$ cat config.mk
export PLATFORM = sky130hd
export DESIGN_NAME = pcp_clock_path
export DESIGN_NICKNAME = d
export VERILOG_FILES = /design/src/logic/pcp_shift_reg.v /design/src/logic/pcp_clock_path.v
export VERILOG_INCLUDE_DIRS = /design/src /design/src/logic
export SDC_FILE = /design/constraint.sdc
export NUM_CORES = 1
export LEC_CHECK = 0
export BUFFER_PORTS_ARGS = -buffer_cell sky130_fd_sc_hd__buf_2
export CAP_MARGIN = 20
export CORE_MARGIN = 8
export CORE_UTILIZATION = 40
export DETAILED_ROUTE_END_ITERATION = 10
export GPL_TIMING_DRIVEN = 1
export HOLD_SLACK_MARGIN = 0.15
export PLACE_DENSITY_LB_ADDON = 0.3
export SLEW_MARGIN = 20
export SYNTH_ARGS = -nofsm -noshare
export SYNTH_HDL_FRONTEND = slang
export SYNTH_SLANG_ARGS = --single-unit
$ cat constraint.sdc
create_clock -name CORE_CLK -period 1.1 [get_ports CORE_CLK]
set_clock_uncertainty 0.2 [all_clocks]
set_input_delay 0.055 -clock CORE_CLK [delete_from_list [all_inputs] [get_ports CORE_CLK]]
set_output_delay 0.055 -clock CORE_CLK [all_outputs]
set_load 0.05 [all_outputs]
$ cat src/logic/pcp_consts.vh
// Constants for the clock path configuration word
// How it works
// - Bit 33 powers down the band gap
// - Bit 32 selects internal driver bias resistor
// - Bits 31..29 enable rising surge legs
// - Bits 28..26 enable falling surge legs
// - Bit 25 routes lock detect to pin
// - Bit 24 picks lock or lead-lag meaning
// - Bit 23 powers down divider, direct path
// - Ratio codes 11,10,01,00 divide 8,4,2,1
// - Bit 20 powers down driver, resets set
// - Driver mux: idle, feedback, divout, divin
// - Bit 17 kills all surge current
// - Bit 16 selects core clock source
// - Feedback divider ratio is field plus one
// - Reference divider ratio is field plus one
// - Bit 5 reverses charge pump polarity
// - Bit 4 fully powers down charge pump
// - Bit 3 powers down pump output buffer
// - Pump current scale is field plus one
`ifndef PCP_CONSTS_VH
`define PCP_CONSTS_VH
`define PCP_WORD_W 40
`define PCP_BYTES 3'h5
`define PCP_RESET_VALUE 40'h00_0078_0000
`define PCP_USED_MASK 40'h83_FFFF_FF3F
`define PCP_BIT_DAC_PD 39
`define PCP_BIT_BG_PD 33
`define PCP_BIT_INT_RES 32
`define PCP_RISE_HI 31
`define PCP_RISE_LO 29
`define PCP_FALL_HI 28
`define PCP_FALL_LO 26
`define PCP_BIT_LD_EN 25
`define PCP_BIT_LD_MODE 24
`define PCP_BIT_DIV_PD 23
`define PCP_RATIO_HI 22
`define PCP_RATIO_LO 21
`define PCP_BIT_DRV_PD 20
`define PCP_MUX_HI 19
`define PCP_MUX_LO 18
`define PCP_BIT_NO_SURGE 17
`define PCP_BIT_SYS_SEL 16
`define PCP_NDIV_HI 15
`define PCP_NDIV_LO 12
`define PCP_MDIV_HI 11
`define PCP_MDIV_LO 8
`define PCP_BIT_CP_POL 5
`define PCP_BIT_CP_PD 4
`define PCP_BIT_CP_QPD 3
`define PCP_CPS_HI 2
`define PCP_CPS_LO 0
`define PCP_MUX_IDLE 2'h0
`define PCP_MUX_FB 2'h1
`define PCP_MUX_DIVOUT 2'h2
`define PCP_MUX_DIVIN 2'h3
`endif

$ cat src/logic/pcp_shift_reg.v
// Byte assembler for the configuration word
`timescale 1ns/1ps
module pcp_shift_reg #(
    parameter NBYTES = 5
) (
    input wire core_clk,
    input wire rstn,
    input wire start,
    input wire byte_vld,
    input wire [7:0] byte_in,
    output reg [8*NBYTES-1:0] word_r,
    output reg done_r
);
    reg [2:0] cnt_r;
    always @(posedge core_clk or negedge rstn) begin
        if (!rstn) begin
            cnt_r <= 3'h0;
            word_r <= {8*NBYTES{1'b0}};
            done_r <= 1'b0;
        end else begin
            done_r <= 1'b0;
            if (start) begin
                cnt_r <= 3'h0;
            end else if (byte_vld) begin
                // Most significant byte first
                word_r <= {word_r[8*NBYTES-9:0], byte_in};
                if (cnt_r == NBYTES - 1) begin
                    cnt_r <= 3'h0;
                    done_r <= 1'b1;
                end else begin
                    cnt_r <= cnt_r + 3'h1;
                end
            end
        end
    end
endmodule // pcp_shift_reg

$ cat src/logic/pcp_clock_path.v
// Clock path configuration word and its decoded controls
`timescale 1ns/1ps
`include "pcp_consts.vh"
module pcp_clock_path (
    // Clock and reset
    input wire CORE_CLK,
    input wire RSTN,
    // Write port, one byte per strobe
    input wire WR_START,
    input wire WR_BYTE_VLD,
    input wire [7:0] WR_BYTE,
    output wire [39:0] RD_WORD,
    output wire WR_DONE,
    // Lock detector inputs, asynchronous
    input wire PLL_LOCKED,
    input wire FB_LAGS_REF,
    // Shared sync/status pin
    output wire STATUS_O,
    output wire STATUS_OE,
    // Band gap and bias resistor
    output wire BANDGAP_PD,
    output wire DRV_INT_RES_SEL,
    output wire DRIVER_BIAS_RESISTOR_PIN_EN,
    // Driver slew
    output wire [2:0] RISE_SURGE_EN,
    output wire [2:0] FALL_SURGE_EN,
    output wire DEFAULT_SURGE_EN,
    // Clock path
    output wire RF_DIV_PD,
    output wire RF_DIRECT_PATH_EN,
    output wire [3:0] RF_DIV_RATIO,
    output wire DRIVER_PD,
    output wire [1:0] DRIVER_MUX_SEL,
    output wire DRIVER_IDLE,
    output wire CORE_SYS_CLK_BYPASS,
    output wire [4:0] FB_DIV_N,
    output wire [4:0] REF_DIV_M,
    // Charge pump
    output wire CP_UP_ON_LAG,
    output wire CP_FULL_PD,
    output wire CP_QUICK_PD,
    output wire [3:0] CP_CURRENT_SCALE,
    output wire DAC_PD
);
    reg [39:0] cfg_r;
    wire [39:0] asm_word;
    wire asm_done;
    reg lock_s1_r, lock_s2_r, lag_s1_r, lag_s2_r;
    reg status_r;
    reg [3:0] ratio_r;

    // Host is trusted to send all five bytes
    pcp_shift_reg #(.NBYTES(5)) u_asm (
        .core_clk(CORE_CLK),
        .rstn(RSTN),
        .start(WR_START),
        .byte_vld(WR_BYTE_VLD),
        .byte_in(WR_BYTE),
        .word_r(asm_word),
        .done_r(asm_done)
    );

    // Word commits only once complete, so fields never tear
    always @(posedge CORE_CLK or negedge RSTN) begin
        if (!RSTN) begin
            cfg_r <= `PCP_RESET_VALUE;
        end else if (asm_done) begin
            cfg_r <= asm_word & `PCP_USED_MASK;
        end
    end
    assign RD_WORD = cfg_r;
    assign WR_DONE = asm_done;

    // Two-stage synchronisers for lock detector levels
    always @(posedge CORE_CLK or negedge RSTN) begin
        if (!RSTN) begin
            lock_s1_r <= 1'b0;
            lock_s2_r <= 1'b0;
            lag_s1_r <= 1'b0;
            lag_s2_r <= 1'b0;
            status_r <= 1'b0;
        end else begin
            lock_s1_r <= PLL_LOCKED;
            lock_s2_r <= lock_s1_r;
            lag_s1_r <= FB_LAGS_REF;
            lag_s2_r <= lag_s1_r;
            if (cfg_r[`PCP_BIT_LD_MODE]) begin
                status_r <= lag_s2_r;
            end else begin
                status_r <= ~lock_s2_r;
            end
        end
    end
    assign STATUS_O = cfg_r[`PCP_BIT_LD_EN] & status_r;
    assign STATUS_OE = cfg_r[`PCP_BIT_LD_EN];

    assign BANDGAP_PD = cfg_r[`PCP_BIT_BG_PD];
    assign DRV_INT_RES_SEL = cfg_r[`PCP_BIT_INT_RES];
    assign DRIVER_BIAS_RESISTOR_PIN_EN = ~cfg_r[`PCP_BIT_INT_RES];
    // No-surge bit overrides the extra legs too
    assign RISE_SURGE_EN = cfg_r[`PCP_BIT_NO_SURGE] ? 3'h0 :
        cfg_r[`PCP_RISE_HI:`PCP_RISE_LO];
    assign FALL_SURGE_EN = cfg_r[`PCP_BIT_NO_SURGE] ? 3'h0 :
        cfg_r[`PCP_FALL_HI:`PCP_FALL_LO];
    assign DEFAULT_SURGE_EN = ~cfg_r[`PCP_BIT_NO_SURGE];

    assign RF_DIV_PD = cfg_r[`PCP_BIT_DIV_PD];
    assign RF_DIRECT_PATH_EN = cfg_r[`PCP_BIT_DIV_PD];

    always @* begin
        case (cfg_r[`PCP_RATIO_HI:`PCP_RATIO_LO])
            2'h3: ratio_r = 4'h8;
            2'h2: ratio_r = 4'h4;
            2'h1: ratio_r = 4'h2;
            default: ratio_r = 4'h1;
        endcase
    end
    assign RF_DIV_RATIO = ratio_r;

    assign DRIVER_PD = cfg_r[`PCP_BIT_DRV_PD];
    assign DRIVER_MUX_SEL = cfg_r[`PCP_MUX_HI:`PCP_MUX_LO];
    assign DRIVER_IDLE = (DRIVER_MUX_SEL == `PCP_MUX_IDLE);
    assign CORE_SYS_CLK_BYPASS = cfg_r[`PCP_BIT_SYS_SEL];
    assign FB_DIV_N = {1'b0, cfg_r[`PCP_NDIV_HI:`PCP_NDIV_LO]} + 5'h01;
    assign REF_DIV_M = {1'b0, cfg_r[`PCP_MDIV_HI:`PCP_MDIV_LO]} + 5'h01;

    assign CP_UP_ON_LAG = ~cfg_r[`PCP_BIT_CP_POL];
    assign CP_FULL_PD = cfg_r[`PCP_BIT_CP_PD];
    assign CP_QUICK_PD = cfg_r[`PCP_BIT_CP_QPD];
    assign CP_CURRENT_SCALE = {1'b0, cfg_r[`PCP_CPS_HI:`PCP_CPS_LO]} + 4'h1;
    assign DAC_PD = cfg_r[`PCP_BIT_DAC_PD];
endmodule // pcp_clock_path

==> results.txt, run 1 <==
In this run the vertical extent of the chip is 107.6 um. After Yosys synthesis, and, or, nand and nor cells account for 5.220% of the synthesized area. The run gives 4 as the number of iterations in the first detailed-routing pass. Leaving out fill and tap cells, the most frequent cells in the layout are sky130_fd_sc_hd__buf_6 (65), sky130_fd_sc_hd__mux2_4 (56), sky130_fd_sc_hd__dfrtp_1 (47), sky130_fd_sc_hd__buf_8 (31). Cell internal power was estimated by the tool at 0.005677 W. Based on the critical path, the design can be clocked at up to 635.1 MHz.

STA classifies the critical path startpoint as a flip-flop. The most common cell after layout, fill and taps aside is sky130_fd_sc_hd__buf_6. The final reports fail on hold timing, setup timing. The H-tree was split into 3 levels. The clock latency on the worst-skew pair was 340 ps; the static leakage was 2.698 nW. The area of the multi-input gates is 1582 um2. The max-slew violation total from the final report was 0; the total power per unit cell area was 1398 nW/um2.

Data on the critical path is required at its endpoint by 840 ps. Flip-flop cell with the highest count after synthesis: sky130_fd_sc_hd__dfrtp_1. Counting flops with a built-in enable in the synthesized netlist gives 0.

After synthesis, the netlist uses 25 different library cells. Per report_power, the combinational group accounts for 27.8% of the total. The run gives 0 as the initial antenna violation count. Summing every instance area after synthesis gives 3356 um2.

For this run, the share of the core covered by cells in the final layout is 71.64%. The net count of the finished layout is 398. The path type of the worst setup path is reg -> out. For the worst hold slack after final layout, the log shows -107.7 ps.

Data on the critical path arrives at its endpoint at 1320 ps. By area the synthesized netlist is led by sky130_fd_sc_hd__dfrtp_1 (54%), sky130_fd_sc_hd__mux2_4 (13%), sky130_fd_sc_hd__mux2_2 (11%). Cells with a size suffix above 1 make up 78.91% of the layout.

The logs give 0 for the leftover overflow at the end of global routing and 7 for the final-report hold violation count. The run gives 57.57% as the fraction of the yosys area taken by sequential cells. Registers take 1981 um2.

After detailed routing, the average wire length per cell comes to 16.61 um. Counting every sink on the clock net gives 77. In this run the biggest area consumer among cell types represents 54.44% of the synthesized area. Setup repair after global routing could not meet its margin everywhere.

For this run, design rule violations remaining after detail routing come to 0. Prior to clock tree synthesis, the placed netlist has a worst setup slack of -198.5 ps. The synthesized design spends more area on one cell type than any other, namely sky130_fd_sc_hd__dfrtp_1. After filler insertion, the fill cell instance count of the layout stands at 509.

The floorplan step defined a die boundary enclosing 11580 um2. The tool flagged a number of max-cap violations equal to 0. The count of buffers added on input and output ports is 88.

Worst-path maximum fanout: 3. The combinational family with the most area after synthesis was multiplexers. The largest single stage delay on the critical path is 460 ps.

The layout-stage area growth over the synthesis result is 74.53%, and the placed instance area is 4329 um2. After routing the design area is 5857 um2. The count of yosys warnings during synthesis is 0. The total number of placement rows was 33; the clock edge transition at the registers on the reported setup and hold paths was 80 ps. The tools report the via count of the first global-routing pass as 2373.

The mean area per synthesized cell works out to 14.72 um2. The x dimension of the die was 107.6 um. The complex-gate fraction of the synthesized area was 1.491%.

The net switching fraction of the power came out at 30.66%. The path class of the tightest hold or removal check is in -> async. Clock tree synthesis selected as its root buffer the cell sky130_fd_sc_hd__clkbuf_8.

In this run the remaining antenna-violating nets after routing total 0. 96 I/O pins were placed. The cell at the slowest stage of the critical path is sky130_fd_sc_hd__dfrtp_2. The tools report the type of destination of the critical path as a primary output. For this run, the total global-route usage over all layers was measured as 13.68%.

The tools report the first-pass GRT wire length as 12.30 mm. The switching power summed over all nets is 0.002510 W. The initial core utilization is 41.05%, and the HPWL after detailed placement is 4.880 mm.

In this run, synthesis produced a sequential element count of 77. The worst path in the final design needs a cycle of 1574 ps, including I/O delays and setup. Mean number of vias per cell: 4.544.

The logs give 228 for the number of standard cells after synthesis and 8175 um2 for the area of the core. Across the VDD grid, the largest voltage drop is 0.8564 mV. The arithmetic-cell share of the synthesized area counting full adders, half adders and majority gates was 1.864%; the maximum count of clock buffers along a single path was 2.

The flow ran to the end, but the final reports show violations. Buffers inserted during clock tree synthesis total 9. The share of total power dissipated in the clock network is 25.9%. TritonCTS built the clock tree. The portion of netlist area occupied by mux cells works out to 24.35%.

Final setup violation count: 111. The synthesized netlist devotes 1.305% of its cell area to XOR and XNOR gates. The total via count after detailed routing is 2222. Overall power consumption after layout is estimated at 0.008187 W. In this run, the number of DRC markers left after iteration 0 of detailed routing was 124. The share of total power in sequential cells came out at 46.3%. Traced cell by cell, the critical path runs through ha_4, xor2_4, buf_6.

Pin count of the biggest net entering global routing: 43. For the number of antenna diodes, the log shows 0. Wires add up to 8.120 mm.

The share of async-settable or async-resettable flops after synthesis was 100.0%. The worst-case setup margin in the final layout was -474.5 ps; the routability congestion estimate from global placement was 0.7552. Dividing the final minimum period by the clock period gives 143.1%.
## flip-flops by register name, indices dropped and copies added (netlist names)
register,count
status_r,1
u_asm.done_r,1
RD_WORD,33
lock_s1_r,1
u_asm.cnt_r,3
lag_s1_r,1
lag_s2_r,1
lock_s2_r,1
u_asm.word_r,35
## cell families after synthesis
| family | after synthesis |
|---|---|
| compound gates | 10 |
| xor+xnor | 5 |
| simple gates | 32 |
| mux | 63 |
| other cells | 1 |
| flops | 77 |
| fa+ha+maj | 5 |
| buf+inv | 35 |
## layer usage
| metal | wire (um) | GRT usage [%] | share of wire, % |
|---|---|---|---|
| met5 | 0 | 0 | 0 |
| met4 | 114 | 5.253 | 1.4 |
| met2 | 4226 | 22.50 | 52 |
| met3 | 385 | 3.832 | 4.7 |
| met1 | 3394 | 16.62 | 42 |
## path summary, 6_finish.rpt
check	from	endpoint	slack, ps	depth (start not counted)
worst max-delay path	RD_WORD[12]	FB_DIV_N[2]	-470	3
min in group CORE_CLK	PLL_LOCKED	lock_s1_r	150	2
max in group asynchronous	RSTN	RD_WORD[19]	300	3
worst min-delay path	RSTN	u_asm.word_r[31]	-110	2
worst max register to register	u_asm.done_r	RD_WORD[31]	-290	3
worst min register to register	lock_s1_r	lock_s2_r	150	0
## Yosys cell counts (2+ instances only)
cell / number
sky130_fd_sc_hd__dfrtp_1: 73
sky130_fd_sc_hd__mux2_2: 33
sky130_fd_sc_hd__mux2_4: 29
sky130_fd_sc_hd__buf_4: 19
sky130_fd_sc_hd__nand2_1: 9
sky130_fd_sc_hd__inv_1: 8
sky130_fd_sc_hd__nor2b_1: 8
sky130_fd_sc_hd__o21ai_0: 8
sky130_fd_sc_hd__ha_1: 5
sky130_fd_sc_hd__and3_1: 4
sky130_fd_sc_hd__buf_12: 4
sky130_fd_sc_hd__dfstp_2: 4
sky130_fd_sc_hd__buf_2: 3
sky130_fd_sc_hd__nand3_1: 3
sky130_fd_sc_hd__nor2_1: 3
sky130_fd_sc_hd__xor2_1: 3
sky130_fd_sc_hd__a21oi_1: 2
sky130_fd_sc_hd__and2_1: 2
sky130_fd_sc_hd__xnor2_1: 2
## through the flow
stage	instances	setup TNS, ps
2_1_floorplan	234	-13050
3_3_place_gp	417	-9477
3_5_place_dp	417	-10370
4_1_cts	474	-37950
5_1_grt	489	-30770
6_report	489	-26090
## power by group through the flow
| stage | logic [W] | registers (W) | clock network, W |
|---|---|---|---|
| 2_1_floorplan | 0.00128 | 0.00393 | 0 |
| 3_3_place_gp | 0.00178 | 0.00379 | 0 |
| 3_5_place_dp | 0.00180 | 0.00380 | 0 |
| 4_1_cts | 0.00216 | 0.00377 | 0.00218 |
| 5_1_grt | 0.00238 | 0.00387 | 0.00231 |
| 6_report | 0.00227 | 0.00379 | 0.00212 |
## cell type report
class / count / share of cell area (%)
timing repair buffer: 161 / 32.66
multi-input combinational: 122 / 27.00
tap: 105 / 2.243
sequential: 77 / 33.82
clock inverter: 6 / 1.068
clock buffer: 10 / 2.350
inverter: 8 / 0.8545
## worst max-delay path: cells and delay by family (launching register included)
| kind | cells | cell delay (ps) |
|---|---|---|
| buf+inv | 1 | 180 |
| xor+xnor | 1 | 140 |
| fa+ha+maj | 1 | 200 |
| flops | 1 | 460 |
## repair_timing
action,4_1_cts,5_1_grt
cloned,3,2
gates resized for setup,196,42
hold buffers,13,2
setup endpoints to repair,105,147
pin swaps,13,3
endpoints found under the hold margin,118,37
buffers inserted,25,16
No activity file was read; power rests on OpenSTA's default activity.
==> run 2: changes to the inputs <==
Settings changed: CORE_UTILIZATION 40 to 33.
==> run 2 against run 1 <==
Against the previous run: the run still ends with hold timing, setup timing left; critical path depth unchanged; worst setup slack got worse by 4.5 ps; sequential cell count unchanged; die area increased by 18%; maximum frequency decreased by 0.29%; cell count increased by 4.9%; count of clock-buffer cells in the layout decreased by 1; combinational power about the same; non-clock buffer count decreased by 7; clock power about the same; register-to-register slack about the same; critical endpoint is now FB_DIV_N[4]; largest power group unchanged.
==> results.txt, run 2 (synthesis results as in run 1) <==
The layout-stage area growth over the synthesis result was 73.27%. Number of iterations in the first detailed-routing pass: 4. Worst endpoint required time: 840 ps. The register with the most flip-flops is u_asm.word_r. The logs give 5.052 mm for the HPWL after detailed placement and 57.61% for the utilization after layout. From bottom edge to top edge, the die measures 116.8 um. The initialized floorplan defines 37 standard-cell rows.

The critical path launch point was RD_WORD[12]. The routed wire length is 8.456 mm, and the TritonCTS buffer count is 9. The initial core utilization was 33.25%. The routability congestion estimate from global placement is 0.6971, and the count of port buffers added during placement is 88.

The tools report the maximum operating frequency as 633.3 MHz. The final reports fail on hold timing, setup timing. For the worst-case setup margin in the final layout, the log shows -479.0 ps. Grouping stages by cell kind, the critical path spends the most delay in flip-flops.

The hold path depth works out to 2. The tool flagged a number of max-cap violations equal to 0. The worst path uses 143.5% of the clock period. The run gives 0 as the max-slew violation total from the final report. STA classifies the critical path startpoint as a flip-flop. The final setup violation count came out at 111. STA classifies the critical path endpoint as a primary output.

Worst min-delay path endpoint: u_asm.cnt_r[2]. 96 I/O pins were placed. The worst-case IR drop observed on VDD is 0.8040 mV.

The worst setup path is of the reg -> out kind. The logs give 1320 ps for the arrival time of the worst setup path and 0 for the leftover overflow at the end of global routing. The run finished, with violations left.

For the worst flop-to-flop path, the logic depth is 3. The floorplan step defined a die boundary enclosing 13650 um2. For the setup slack on the worst flop-to-flop path, the log shows -280 ps. For this run, the post-layout net count is 391. Summing internal, switching and leakage power gives 0.008225 W. The smallest clock period supported by the final layout is computed as 1579 ps. The run gives 23 as the pin count of the biggest net entering global routing. The tools report the reg-to-reg endpoint as RD_WORD[30]. The largest individual stage delay along the critical path comes from the cell sky130_fd_sc_hd__dfrtp_2. The library cell used most frequently in the layout, excluding fill and tap cells, is sky130_fd_sc_hd__buf_6. The final-report hold violation count is 15, and the first-pass GRT wire length is 12.58 mm.

The tools report the via count of the first global-routing pass as 2356. The tools report the buffer cell driving the clock tree root as sky130_fd_sc_hd__clkbuf_8. Total power per unit cell area: 1415 nW/um2. The run gives 2.681 nW as the static leakage. The hold buffer count at CTS was 13. The area of the core is 10090 um2, and the routed wire length per instance is 16.48 um. The number of fillers in the final layout was 811; the violation count after the first detailed-route iteration was 48.

The combined buffer and inverter count along the critical path works out to 1. Setup repair after global routing could not meet its margin everywhere. The run gives 0 as the initial antenna violation count. The clock tree synthesis step divided the H-tree into 3 levels. The startpoint identified for the worst hold timing path is WR_START. The share of cells above drive strength 1 is 80.90%. Worst hold slack after final layout: -239.5 ps. For the residual antenna-violating net count after detailed routing, the log shows 0. Startpoint of the worst-slack reg-to-reg timing path: u_asm.done_r. The die is 116.8 um wide. The signal on the critical path passes through ha_4, and3_4, buf_6.

The clock edge transition at the registers on the reported setup and hold paths is 90 ps. The clock drives 77 sinks. In the global route stage, overall resource usage came out at 12.13%. Dividing the detail-routed via count by the number of cells gives 4.312. Of all nets on the critical path, the largest fanout is 3. For this block, the via count after detailed routing is 2212. The clock latency on the worst-skew pair was 340 ps. The run gives 0 as the DRC violation count after routing.

The min-delay analysis places its worst path in the category in -> reg. The number of antenna diodes in the final layout is 0. The number of flip-flops under the largest register name is 35. The library cells used most frequently in the layout, excluding fill and tap cells, are sky130_fd_sc_hd__buf_6 (66), sky130_fd_sc_hd__mux2_4 (56), sky130_fd_sc_hd__dfrtp_1 (47), sky130_fd_sc_hd__buf_8 (34), sky130_fd_sc_hd__dfrtp_2 (24). No sink is reached through more buffers than the 2 on the longest clock path. The peak per-stage delay on the critical path came out at 460 ps. TritonCTS built the clock tree.
## run 2: cell types whose count changed in the layout (fill, tap and decap cells not counted), sizes merged
cell / previous run / this run
buf: 146 / 141
clkbuf: 12 / 11
clkinv: 2 / 4
clkinvlp: 7 / 5
dlygate4sd3: 13 / 11
inv: 4 / 5
## run 2: worst max path at each step
stage	to	slack [ps]	depth (start not counted)
2_1_floorplan	RISE_SURGE_EN[0]	-330	1
3_3_place_gp	FB_DIV_N[3]	-180	3
3_5_place_dp	FB_DIV_N[3]	-200	3
4_1_cts	RF_DIV_RATIO[1]	-490	2
5_1_grt	REF_DIV_M[2]	-520	3
6_report	FB_DIV_N[4]	-480	3
## run 2: where the power goes
group	internal, W	switching (W)	total [W]	leakage, nW
Combinational	0.00122	0.00103	0.00225	1.65
Clock	0.00106	0.00110	0.00215	0.0996
Sequential	0.00333	0.000489	0.00382	0.932
## run 2: final cells by class
type                       instances  area (um2)  area share, %
sequential                        77        1981          34.06
timing repair buffer             154        1792          30.82
multi-input combinational        122        1624          27.93
tap                              136       170.2          2.927
clock buffer                       9       123.9          2.130
clock inverter                     7       73.82          1.270
inverter                           8       50.05         0.8608
## run 2: stage by stage
| stage | TNS, ps | setup slack [ps] | area (um2) | std cells | hold WS (ps) |
|---|---|---|---|---|---|
| 3_3_place_gp | -9769 | -179.1 | 4370 | 450 | -262.2 |
| 2_1_floorplan | -13050 | -331.3 | 3811 | 234 | -440.6 |
| 4_1_cts | -40020 | -485.7 | 5598 | 503 | -72.06 |
| 3_5_place_dp | -10630 | -202.4 | 4370 | 450 | -261.6 |
| 6_report | -25920 | -479.0 | 5814 | 513 | -239.5 |
| 5_1_grt | -30370 | -523.6 | 5814 | 513 | -252.7 |
## run 2: per-layer routing
layer  global-route usage (%)  vias to the layer above  part of all wire (%)
li1                         -                     1036                     -
met1                    15.53                     1106                    43
met2                    19.23                       63                    49
met3                    3.899                        7                   6.5
met4                    3.584                        0                  0.78
met5                        0                        -                     0
## run 2: repair_timing
action,4_1_cts,5_1_grt
setup buffers,22,17
gates cloned,2,2
setup endpoints to repair,106,147
gates resized for setup,211,45
pin swaps,14,7
endpoints found under the hold margin,118,19
## run 2: worst register-to-register path: stages, from the launching register on
cell                      delay, ps
sky130_fd_sc_hd__dfrtp_2        480
sky130_fd_sc_hd__buf_4          160
sky130_fd_sc_hd__buf_8          140
sky130_fd_sc_hd__mux2_4         290
==> run 3: changes to the inputs <==
Settings changed: RECOVER_POWER set to 100.
==> run 3 against run 2 <==
Against the previous run: die area is the same; register-to-register slack is essentially flat; via count shrank 0.41%; worst setup slack gained 2.0 ps; global-route usage is the same; critical path depth is the same; sequential cell count is the same; critical path type unchanged; cell count is the same; the run still ends with hold timing, setup timing left; core utilization shrank 1.3 points; sequential power is essentially flat; final area shrank 2.3%; combinational power shrank 11%.
==> results.txt, run 3 (synthesis results as in run 1) <==
The first routing iteration left 46 violations. In the layout the commonest cells are sky130_fd_sc_hd__buf_6 (68), sky130_fd_sc_hd__dfrtp_1 (47), sky130_fd_sc_hd__buf_8 (34), sky130_fd_sc_hd__mux2_4 (32). The worst hold slack after final layout was -227.5 ps; the DRC violation count after routing was 0. Ranked by flip-flop count, first place goes to u_asm.word_r. The initial core utilization was 33.25%.

The type of destination of the critical path was a primary output. The run gives 4 as the number of iterations in the first detailed-routing pass. The design draws 0.007933 W. The mean number of vias per cell works out to 4.294.

Entering global routing, the biggest net connects 23 pins. Traced cell by cell, the critical path runs through ha_4, and3_4, buf_6. Initial antenna violation count: 0.

H-tree depth reported by CTS: 3. During placement, the flow inserted port buffers numbering 88. Grouping stages by cell kind, the critical path spends the most delay in flip-flops. The total power per unit cell area is 1397 nW/um2, and the worst-path maximum fanout is 3. The run finished, with violations left. Across every metal layer, demand over resource in global routing totals 12.13%. In this run, CTS created clock tree buffers numbering 9. The first global-routing pass estimated 12.58 mm of wire. The final reports fail on hold timing, setup timing.

Routability-driven placement finished with a final weighted congestion of 0.6971. Summed over all layers, the routed wires come to 8.398 mm. The max-slew violation total from the final report is 0. Counting I/O delays and the setup requirement, the final critical path takes 1577 ps. The worst setup path is launched from a flip-flop. The path class of the tightest hold or removal check is in -> reg. The tools report the worst-case setup margin in the final layout as -477.0 ps. Setup repair after global routing could not meet its margin everywhere.

Across the run, the number of max-cap violations was 0. The number of clock sinks seen by CTS is 77. The number of standard cells in the final layout excluding fillers is 513, and the total number of placement rows is 37.

The logs give 2203 for the total via count after detailed routing and 96 for the I/O pin total. From left edge to right edge, the die measures 116.8 um. The tools report the number of antenna diodes as 0.

The maximum operating frequency was 634.1 MHz; the peak per-stage delay on the critical path was 470 ps. Including well taps, the total number of placed cells is 450. Dividing the detail-routed wire length by the instance count gives 16.37 um.

The buffer cell driving the clock tree root is sky130_fd_sc_hd__clkbuf_8. Setup violations remaining at the end of the flow were counted as 111. The floorplan step set the die height to 116.8 um. The worst-case IR drop observed on VDD is 0.7960 mV. The path type of the worst setup path is reg -> out.

From synthesis to final layout, the design area changed by 69.28%. Most common cell after layout, fill and taps aside: sky130_fd_sc_hd__buf_6. Of the cells placed in the final design, the portion with a size suffix greater than 1 is 74.27%.

The cell at the slowest stage of the critical path was sky130_fd_sc_hd__dfrtp_2. Via count of the first global-routing pass: 2356. The total overflow left after global routing is 0. Clock latency on the worst-skew pair, taken at its later pin, is 340 ps.

The final-report hold violation count is 15. The worst path uses 143.4% of the clock period. The combined buffer and inverter count along the critical path was 1; the static leakage was 2.584 nW. For the HPWL after detailed placement, the log shows 5.052 mm. The floorplan step defined a core boundary enclosing 10090 um2. Data on the critical path arrives at its endpoint at 1320 ps. Number of nets in the layout: 391. The run gives 2 as the maximum count of clock buffers along a single path. TritonCTS built the clock tree. The register with the most flip-flops in the layout has 35 of them. The clock edge transition at the registers on the reported setup and hold paths is 90 ps. The tools report the die area as 13650 um2. The hold buffer count at CTS is 13. The residual antenna-violating net count after detailed routing is 0, and the number of fillers in the final layout is 842. The worst endpoint required time came out at 840 ps.
-- run 3: timing repair --
action,4_1_cts,5_1_grt
cloned,2,2
setup endpoints to repair,106,147
resized for setup,211,45
pin swaps,14,7
setup buffers,22,17
endpoints found under the hold margin,118,19
-- run 3: layout make-up --
| class | count | area (um2) | share of cell area (%) |
|---|---|---|---|
| Clock buffer | 9 | 123.9 | 2.181 |
| Sequential cell | 77 | 1981 | 34.87 |
| Inverter | 8 | 50.05 | 0.8811 |
| Multi-Input combinational cell | 122 | 1534 | 27.00 |
| Clock inverter | 7 | 73.82 | 1.300 |
| Tap cell | 136 | 170.2 | 2.996 |
| Timing Repair Buffer | 154 | 1748 | 30.77 |
-- run 3: worst paths after layout --
| check | cells after the start | end | slack, ps | from |
|---|---|---|---|---|
| min in group asynchronous | 2 | u_asm.word_r[21] | -20 | RSTN |
| worst max register to register | 3 | RD_WORD[30] | -280 | u_asm.done_r |
| worst min register to register | 0 | lock_s2_r | 160 | lock_s1_r |
| worst min-delay path | 2 | u_asm.cnt_r[2] | -230 | WR_START |
| max in group asynchronous | 3 | u_asm.done_r | 100 | RSTN |
| worst max-delay path | 3 | FB_DIV_N[4] | -480 | RD_WORD[12] |
-- run 3: worst reg2reg max path, delay by kind of cell (launching register included) --
family | cells | cell delay [ps]
buffers and inverters | 2 | 300
multiplexers | 1 | 290
flip-flops | 1 | 470
-- run 3: through the flow --
stage | hold slack, ps | utilization (%) | cell area [um2] | setup WS (ps) | setup TNS (ps)
6_report | -227.5 | 56.29 | 5680 | -477.0 | -25570
5_1_grt | -242.7 | 56.29 | 5680 | -523.6 | -30590
4_1_cts | -72.06 | 55.47 | 5598 | -485.7 | -40020
3_5_place_dp | -261.6 | 43.31 | 4370 | -202.4 | -10630
3_3_place_gp | -262.2 | 43.31 | 4370 | -179.1 | -9769
2_1_floorplan | -440.6 | - | 3811 | -331.3 | -13050
-- run 3: power breakdown --
group          total, W  internal [W]  switching, W  leakage (nW)
Clock           0.00215       0.00106       0.00109        0.0996
Combinational   0.00200      0.000968       0.00103          1.55
Sequential      0.00379       0.00333      0.000458         0.932
-- run 3: metal layers --
layer | part of all wire, % | routed length [um] | track usage (%) | up-vias
met5 | 0 | 0 | 0 | -
met3 | 6.4 | 536 | 3.899 | 7
met2 | 49 | 4150 | 19.23 | 62
li1 | - | - | - | 1037
met1 | 43 | 3644 | 15.53 | 1097
met4 | 0.80 | 67 | 3.584 | 0
